$ cat src/sapreg_pkg.sv
/*
 * Shared constants and types for the successive approximation register
 * stage and its result buffer.
 * Assumes a single 125 MHz clock and synchronous external inputs.
 */
package sapreg_pkg;

    localparam int WORD_W = 8;
    localparam int CLK_PERIOD_NS = 8;
    localparam logic [2:0] TOP_IDX = 3'h7;
    localparam logic [2:0] LOW_IDX = 3'h0;
    localparam logic [7:0] FIRST_TRIAL = 8'h80;
    localparam logic [7:0] BITS_RST = 8'h00;
    localparam logic [7:0] ONE_HOT_BASE = 8'h01;

    typedef enum logic [1:0] {
        SAPREG_IDLE = 2'h0,
        SAPREG_CONV = 2'h1,
        SAPREG_DONE = 2'h2
    } sapreg_state_t;

endpackage

$ cat src/sapreg_buf.sv
/*
 * Two-entry result buffer with valid and ready on both sides.
 * Assumes the filler honours in_ready; the head entry drives the output.
 */
`timescale 1ns/10ps

module sapreg_buf
    import sapreg_pkg::*;
(
    input wire logic clk, // System clock.
    input wire logic rst_b, // Asynchronous reset, active low.
    input wire logic in_valid, // Word offered by the filler.
    output logic in_ready, // Room for one more word.
    input wire logic [WORD_W-1:0] in_data, // Word to store.
    output logic out_valid, // Head entry holds a word.
    input wire logic out_ready, // Drain side accepts the head.
    output logic [WORD_W-1:0] out_data // Head word.
);

    logic [WORD_W-1:0] tail_data;
    logic tail_valid;
    logic push;
    logic pop;

    assign in_ready = !tail_valid;
    assign push = in_valid && !tail_valid;
    assign pop = out_valid && out_ready;

    always_ff @(posedge clk or negedge rst_b) begin
        if (!rst_b) begin
            out_data <= BITS_RST;
            out_valid <= 1'b0;
            tail_data <= BITS_RST;
            tail_valid <= 1'b0;
        end else if (pop) begin
            if (tail_valid) begin
                out_data <= tail_data;
                out_valid <= 1'b1;
                tail_valid <= push;
                if (push) begin
                    tail_data <= in_data;
                end
            end else begin
                out_valid <= push;
                if (push) begin
                    out_data <= in_data;
                end
            end
        end else if (push) begin
            if (!out_valid) begin
                out_data <= in_data;
                out_valid <= 1'b1;
            end else begin
                tail_data <= in_data;
                tail_valid <= 1'b1;
            end
        end
    end

endmodule

$ cat src/sapreg_stage.sv
/*
 * Eight-bit successive approximation register stage with parallel and
 * serial result, end-of-conversion flag and a two-entry result buffer.
 * Assumes the comparator and start source are synchronous to clk and
 * that the trial pattern on approx_bits settles through the DAC and
 * comparator within one clock period.
 */
`timescale 1ns/10ps

// Functional notes
// - All inputs except rst_b are taken only on the rising clock edge.
// - A low-to-high change of start_convert between edges starts a conversion.
// - Comparator input is used directly at the rising edge, with no register in front of it.
// - hold_clear clears approx_bits, serial_out and end_of_convert to zero on the rising edge; the feed-forward variant ignores it.
// - Released hold_clear with start_convert low keeps the stage waiting.
// - Each bit is tried high in turn, then kept or cleared and held.
// - One stage resolves an eight-bit word.
// - End flag rises after the lowest bit decision or shorten input high.
// - Serial output shows each bit in its decision period, highest first.
// - Serial output is low on first period, while reset, after end.
// - Feed-forward keeps serial live one cycle after end; other inhibits.
// - Feed-forward variant with end flag low and clocking has no stable resting state.
// - Feed-forward variant restarts after end while start_convert is high.
// - Shorten input ends the conversion early; lower bits are don't care.
// - End flag fed back to start restarts on the very next clock.
// - High end flag marks parallel result valid and serial word done.
module sapreg_stage
    import sapreg_pkg::*;
#(
    parameter bit FEED_FORWARD = 1'b0 // 1 selects the feed-forward variant.
) (
    input wire logic clk, // System clock, 125 MHz.
    input wire logic rst_b, // Asynchronous reset, active low.
    input wire logic start_convert, // Start request level.
    input wire logic hold_clear, // Synchronous clear, master-reset variant.
    input wire logic register_shorten_in, // Early end, feed-forward variant.
    input wire logic comp_in, // Comparator decision, high keeps trial.
    input wire logic result_ready, // Result consumer accepts a word.
    output logic [WORD_W-1:0] approx_bits, // Trial and result bits to DAC.
    output logic serial_out, // Serial result, highest bit first.
    output logic end_of_convert, // High while result is complete.
    output logic [WORD_W-1:0] result_data, // Buffered result word.
    output logic result_valid // Buffered result available.
);

    ////////////////////////////////////////////////////////////////////////
    // Input sampling and start detection.
    ////////////////////////////////////////////////////////////////////////

    sapreg_state_t state;
    logic [2:0] bit_idx;
    logic sc_prev;
    logic post_end;
    logic comp_bit;
    logic clear_act;
    logic sc_rise;
    logic start;
    logic finish;
    logic buf_ready;
    logic [WORD_W-1:0] next_bits;
    logic [WORD_W-1:0] idx_mask;
    logic [WORD_W-1:0] low_mask;

    // The comparator level is used only at the clock edge, never between.
    assign comp_bit = comp_in;
    assign clear_act = !FEED_FORWARD && hold_clear;
    assign sc_rise = start_convert && !sc_prev;

    always_ff @(posedge clk or negedge rst_b) begin
        if (!rst_b) begin
            sc_prev <= 1'b0;
        end else begin
            sc_prev <= start_convert;
        end
    end

    // A start is held back while the buffer has no free entry, so that a
    // finished word always finds room.
    always_comb begin
        start = 1'b0;
        case (state)
            SAPREG_IDLE: begin
                start = FEED_FORWARD || start_convert;
            end
            SAPREG_CONV: begin
                start = sc_rise;
            end
            SAPREG_DONE: begin
                start = sc_rise || (FEED_FORWARD && start_convert);
            end
            default: begin
                start = 1'b0;
            end
        endcase
        start = start && buf_ready && !clear_act;
    end

    ////////////////////////////////////////////////////////////////////////
    // Approximation sequence.
    ////////////////////////////////////////////////////////////////////////

    assign idx_mask = ONE_HOT_BASE << bit_idx;
    assign low_mask = ONE_HOT_BASE << (bit_idx - 3'h1);

    // Shorten input and the lowest-bit check are ORed; either ends the word unless a clear or start edge comes.
    assign finish = (state == SAPREG_CONV) && !clear_act && !sc_rise &&
        ((bit_idx == LOW_IDX) ||
         (FEED_FORWARD && register_shorten_in));

    always_comb begin
        next_bits = approx_bits;
        if (comp_bit) begin
            next_bits = approx_bits | idx_mask;
        end else begin
            next_bits = approx_bits & ~idx_mask;
        end
        if (bit_idx != LOW_IDX) begin
            next_bits = next_bits | low_mask;
        end
    end

    always_ff @(posedge clk or negedge rst_b) begin
        if (!rst_b) begin
            state <= SAPREG_IDLE;
            bit_idx <= TOP_IDX;
            approx_bits <= BITS_RST;
        end else if (clear_act) begin
            state <= SAPREG_IDLE;
            bit_idx <= TOP_IDX;
            approx_bits <= BITS_RST;
        end else if (start) begin
            state <= SAPREG_CONV;
            bit_idx <= TOP_IDX;
            approx_bits <= FIRST_TRIAL;
        end else if (finish) begin
            state <= SAPREG_DONE;
            approx_bits <= next_bits;
        end else if (state == SAPREG_CONV) begin
            bit_idx <= bit_idx - 3'h1;
            approx_bits <= next_bits;
        end
    end

    ////////////////////////////////////////////////////////////////////////
    // End flag and serial output.
    ////////////////////////////////////////////////////////////////////////

    // With one clock the flag is registered on the deciding edge, which
    // is the nearest edge to the documented falling-edge timing.
    always_ff @(posedge clk or negedge rst_b) begin
        if (!rst_b) begin
            end_of_convert <= 1'b0;
        end else if (clear_act || start) begin
            end_of_convert <= 1'b0;
        end else if (finish) begin
            end_of_convert <= 1'b1;
        end
    end

    always_ff @(posedge clk or negedge rst_b) begin
        if (!rst_b) begin
            post_end <= 1'b0;
        end else begin
            post_end <= finish && !start;
        end
    end

    always_ff @(posedge clk or negedge rst_b) begin
        if (!rst_b) begin
            serial_out <= 1'b0;
        end else if (clear_act || start) begin
            serial_out <= 1'b0;
        end else if (state == SAPREG_CONV) begin
            serial_out <= comp_bit;
        end else if (post_end && FEED_FORWARD) begin
            serial_out <= comp_bit;
        end else begin
            serial_out <= 1'b0;
        end
    end

    ////////////////////////////////////////////////////////////////////////
    // Result buffer.
    ////////////////////////////////////////////////////////////////////////

    sapreg_buf u_buf (
        .clk(clk),
        .rst_b(rst_b),
        .in_valid(finish),
        .in_ready(buf_ready),
        .in_data(next_bits),
        .out_valid(result_valid),
        .out_ready(result_ready),
        .out_data(result_data)
    );

    ////////////////////////////////////////////////////////////////////////
    // Assertions.
    ////////////////////////////////////////////////////////////////////////

    a_clear_zeroes_all:
    assert property (@(posedge clk) disable iff (!rst_b)
        clear_act |=> (approx_bits == BITS_RST) && !end_of_convert &&
            !serial_out)
    else $error("hold_clear did not clear the outputs");

    a_wait_in_reset:
    assert property (@(posedge clk) disable iff (!rst_b)
        (!FEED_FORWARD && state == SAPREG_IDLE && !start_convert)
            |=> state == SAPREG_IDLE && approx_bits == BITS_RST)
    else $error("stage left reset without start_convert");

    a_msb_trial_start:
    assert property (@(posedge clk) disable iff (!rst_b)
        start |=> state == SAPREG_CONV && approx_bits == FIRST_TRIAL &&
            !serial_out && !end_of_convert)
    else $error("start did not load the top trial bit");

    a_first_inhibit:
    assert property (@(posedge clk) disable iff (!rst_b)
        start |=> !serial_out)
    else $error("serial output not inhibited on first period");

    a_word_eight_bits:
    assert property (@(posedge clk) disable iff (!rst_b)
        (start && !FEED_FORWARD) ##1
            (state == SAPREG_CONV && !clear_act && !sc_rise)[*8]
            |=> end_of_convert)
    else $error("eight-bit conversion did not end after eight decisions");

    a_end_after_lsb:
    assert property (@(posedge clk) disable iff (!rst_b)
        (state == SAPREG_CONV && bit_idx == LOW_IDX && !clear_act &&
            !sc_rise) |=> end_of_convert && state == SAPREG_DONE)
    else $error("end flag missing after lowest bit decision");

    a_serial_follows:
    assert property (@(posedge clk) disable iff (!rst_b)
        (state == SAPREG_CONV && !clear_act && !start)
            |=> serial_out == $past(comp_in))
    else $error("serial output does not match the decided bit");

    a_mr_inhibit_end:
    assert property (@(posedge clk) disable iff (!rst_b)
        (!FEED_FORWARD && $rose(end_of_convert))
            |-> ##1 !serial_out ##1 (!serial_out || $past(start, 2)))
    else $error("serial output not inhibited after end flag");

    a_no_rest_low:
    assert property (@(posedge clk) disable iff (!rst_b)
        (state == SAPREG_IDLE && !clear_act && buf_ready &&
            (FEED_FORWARD || start_convert)) |=> state == SAPREG_CONV)
    else $error("stage rested with end flag low");

    a_auto_recirc:
    assert property (@(posedge clk) disable iff (!rst_b)
        (FEED_FORWARD && state == SAPREG_DONE && start_convert &&
            buf_ready && !clear_act) |=> state == SAPREG_CONV)
    else $error("feed-forward stage did not recirculate");

    a_shorten_ends:
    assert property (@(posedge clk) disable iff (!rst_b)
        (FEED_FORWARD && state == SAPREG_CONV && register_shorten_in &&
            !sc_rise) |=> end_of_convert)
    else $error("shorten input did not end the conversion");

    a_free_run_next:
    assert property (@(posedge clk) disable iff (!rst_b)
        (state == SAPREG_DONE && sc_rise && buf_ready && !clear_act)
            |=> state == SAPREG_CONV && approx_bits == FIRST_TRIAL)
    else $error("fed-back end flag did not restart next clock");

    a_result_holds:
    assert property (@(posedge clk) disable iff (!rst_b)
        (state == SAPREG_DONE && !start && !clear_act)
            |=> $stable(approx_bits) && end_of_convert)
    else $error("result changed while end flag high");

    a_result_pushed:
    assert property (@(posedge clk) disable iff (!rst_b)
        (finish && !result_valid) |=> result_valid &&
            result_data == approx_bits)
    else $error("finished word not delivered to the buffer");

    a_ff_ninth_bit:
    assert property (@(posedge clk) disable iff (!rst_b)
        (FEED_FORWARD && post_end && !start && !clear_act)
            |=> serial_out == $past(comp_in))
    else $error("feed-forward serial output missed the bit after end");

    a_push_has_room:
    assert property (@(posedge clk) disable iff (!rst_b)
        finish |-> buf_ready)
    else $error("finished word found the result buffer full");

    a_idle_flag_low:
    assert property (@(posedge clk) disable iff (!rst_b)
        (state == SAPREG_IDLE) |-> !end_of_convert && !serial_out)
    else $error("waiting stage shows end flag or serial data");

endmodule

$ cat config.mk
export PLATFORM = sky130hd
export DESIGN_NAME = sapreg_stage
export DESIGN_NICKNAME = d
export VERILOG_FILES = /design/src/sapreg_pkg.sv /design/src/sapreg_buf.sv /design/src/sapreg_stage.sv
export SDC_FILE = /design/constraint.sdc
export NUM_CORES = 1
export LEC_CHECK = 0
export BUFFER_PORTS_ARGS = -buffer_cell sky130_fd_sc_hd__buf_4
export CELL_PAD_IN_SITES_DETAIL_PLACEMENT = 0
export CELL_PAD_IN_SITES_GLOBAL_PLACEMENT = 2
export CORE_MARGIN = 8
export CORE_UTILIZATION = 39
export CTS_BUF_LIST = sky130_fd_sc_hd__clkbuf_8
export DETAILED_ROUTE_END_ITERATION = 10
export HOLD_SLACK_MARGIN = 0.02
export PLACE_DENSITY_LB_ADDON = 0.25
export SLEW_MARGIN = 20
export SYNTH_ARGS = -nofsm -noshare
export SYNTH_HDL_FRONTEND = slang
export SYNTH_SLANG_ARGS = --single-unit
$ cat constraint.sdc
create_clock -name clk -period 2.5 [get_ports clk]
set_clock_uncertainty 0.1 [all_clocks]
set_input_delay 0.5 -clock clk [delete_from_list [all_inputs] [get_ports clk]]
set_output_delay 0.5 -clock clk [all_outputs]
set_load 0.005 [all_outputs]
==> flow_summary.yaml <==
global_routing:
  grt_pass1_wl_mm: 7.60
  grt_max_degree: 34
  antenna_found_initial: 0
  overflow: 0
  track_usage_pct: 13.0
  grt_pass1_vias: 1557
synthesis:
  syn-instance-count: 186
  ys_ff_latch: 33
  syn_area_per_cell_um2: 10.6
  synth_area_um2: 1970
  synth_top_flop_cell: "dfrtp_1"
  yosys.area.top_type: "dfrtp_1"
  ys_top_cells_by_area: "dfrtp_1 38%, ha_1 6.3%, mux2_4 4.6%"
  ys_seq_area_share_pct: 42.0
  synth-edff-count: 0
  syn_nets: 203
  synth_cell_type_count: 55
  netlist.area_leader.share_pct: 38.0
  ys_async_sr_fraction_pct: 100
  yosys_warnings: 0
clock_network:
  cts_tree: "done"
  cts_made_buffers: 5
  ctsHoldBuffers: 0
  insertion_delay_ps: 280
  ctsRootBufferMaster: "clkbuf_8"
  clock-sinks: 33
  cts_setup_buffers: 0
  h-tree-depth: 2
  cts_buffer_depth: 2
  path_clk_slew_ps: 70
  cts.repair.resized: 0
die:
  ios: 26
  rows: 26
  die_w_um: 87.2
  initial_core_util_pct: 39.4
  die_area_um2: 7600
  core_area_um2: 5010
  fp.dieH_um: 87.2
cells_and_area:
  antennaDiodeCount: 0
  nFillCells: 507
  layout_commonest_cell: "dfrtp_1"
  regArea_um2: 830
  area_growth_pct: 15.7
  fin_nets: 227
  layout-drive-gt1-share_pct: 27.0
  layout_common_cells: "30 x dfrtp_1, 25 x buf_4, 14 x nor2_1, 13 x nand2_1, 10 x ha_1"
  final_util_pct: 45.6
  design_area_um2: 2280
  multiInputGateArea_um2: 1070
sta:
  worstMarginPinSlew_ps: 611
  fmax_mhz: 439
  hold_viol: 0
  final-setup-viol-count: 0
  period_minus_slack_ps: 2280
  finalCritPeriodShare_pct: 91.1
  relSlewSlack_pct: 59.3
  tns_ps: 0
  rsz0062_at_grt: "no"
  slew_violations: 0
detailed_routing:
  dr.first_iter.drc_count: 55
  drc_errors: 0
  wl_mm: 4.58
  vias: 1480
  dr.pass1.iters: 4
  via_per_inst: 5.27
  wl_per_cell_um: 16.3
  final_antenna_net_count: 0
critical_path:
  path_max_fanout: 10
  required_ps: 2570
  crit_type: "reg -> reg"
  ff2ff_setup_slack_ps: 220
  worstSetupStartpointType: "flop"
  endpoint_kind: "flop"
  cp_data_arrival_time_ps: 2350
placed_design:
  place_area_um2: 2200
  place_hpwl_mm: 3.21
  globalplace.congestion: 0.755
  portBuffers: 24
power_and_ir_drop:
  peakVddDrop_mv: 0.192
  power_mw: 1.09
  power_density_nw_per_um2: 477
  p_leak_nw: 1.11
outcome:
  status: "completed"
job:
  cap_violations: 0
worst_hold_path:
  hold_path_class: "in -> async"
flip-flops by register name, indices dropped and copies added (netlist names):
name,flops
serial_out,1
u_buf.out_valid,1
u_buf.out_data,8
state,2
approx_bits,8
u_buf.tail_valid,1
sc_prev,1
u_buf.tail_data,8
bit_idx,3
layer usage:
metal / global-route usage [%] / up-vias / wire length [um]
met1: 15.6 / 723 / 2180
met4: 3.91 / 0 / 32
met3: 3.40 / 4 / 173
li1: - / 726 / -
met5: 0 / - / 0
met2: 22.0 / 27 / 2200
logic make-up after synthesis:
| group | Yosys count | share of synthesized area (%) |
|---|---|---|
| and+or+nand+nor | 64 | 18.9 |
| DFF | 33 | 42.0 |
| buffers and inverters | 15 | 3.80 |
| muxes | 17 | 10.5 |
| xor gates and xnor gates | 1 | 0.444 |
| adders and majority gates | 10 | 6.34 |
| AOI/OAI and AO/OA | 46 | 18.1 |
critical path: stages, from the launching register on:
cell,delay [ps]
dfstp_2,390
inv_1,130
ha_1,390
nor2b_4,300
a32oi_2,180
nor2_4,330
mux2_4,330
layout make-up:
type	count	share of cell area (%)
clock inverter	3	0.603
clock buffer	5	3.01
timing repair buffer	25	8.22
multi-input combinational	138	46.8
sequential	33	36.3
tap	70	3.84
inverter	7	1.15
synth_stat cells (2+ instances only):
master     count
dfrtp_1       30
nor2_1        14
nand2_1       13
ha_1          10
a21oi_1        8
inv_1          6
mux2_4         6
mux2i_1        6
nand2b_1       6
nand3_1        6
and3_1         5
nor2b_1        5
a21o_1         3
a31oi_1        3
buf_2          3
dfstp_2        3
mux2_2         3
o211ai_1       3
o21ai_0        3
o21ai_1        3
a211oi_1       2
a2bb2oi_1      2
a311oi_1       2
a32oi_2        2
a41oi_1        2
and2b_2        2
buf_4          2
clkbuf_1       2
mux2_1         2
nand4bb_1      2
o211a_1        2
o31ai_1        2
where the power goes:
group	switching, mW	internal [mW]	leakage [nW]
registers	0.0121	0.547	0.444
clock network	0.198	0.189	0.0491
logic	0.0830	0.0608	0.615
metrics by stage:
step,hold WS (ps),instances,setup WS [ps]
after floorplan,104,186,516
after global placement,361,273,278
after detailed placement,375,273,221
after CTS,71.4,281,209
after global routing,86.4,281,79.1
final,53.7,281,222
final timing paths:
path	start	endpoint	cells past startpoint
setup / recovery	bit_idx[0]$_DFFE_PN1P_	u_buf.out_data[6]$_DFFE_PN0P_	6
hold / removal	rst_b	approx_bits[5]$_DFFE_PN0P_	1
setup reg to reg	bit_idx[0]$_DFFE_PN1P_	u_buf.out_data[6]$_DFFE_PN0P_	6
hold reg to reg	u_buf.tail_data[2]$_DFFE_PN0P_	u_buf.tail_data[2]$_DFFE_PN0P_	1
max in group asynchronous	rst_b	bit_idx[1]$_DFFE_PN1P_	1
min in group clk	start_convert	sc_prev$_DFF_PN0_	1
(Power assumes the default switching activity.)
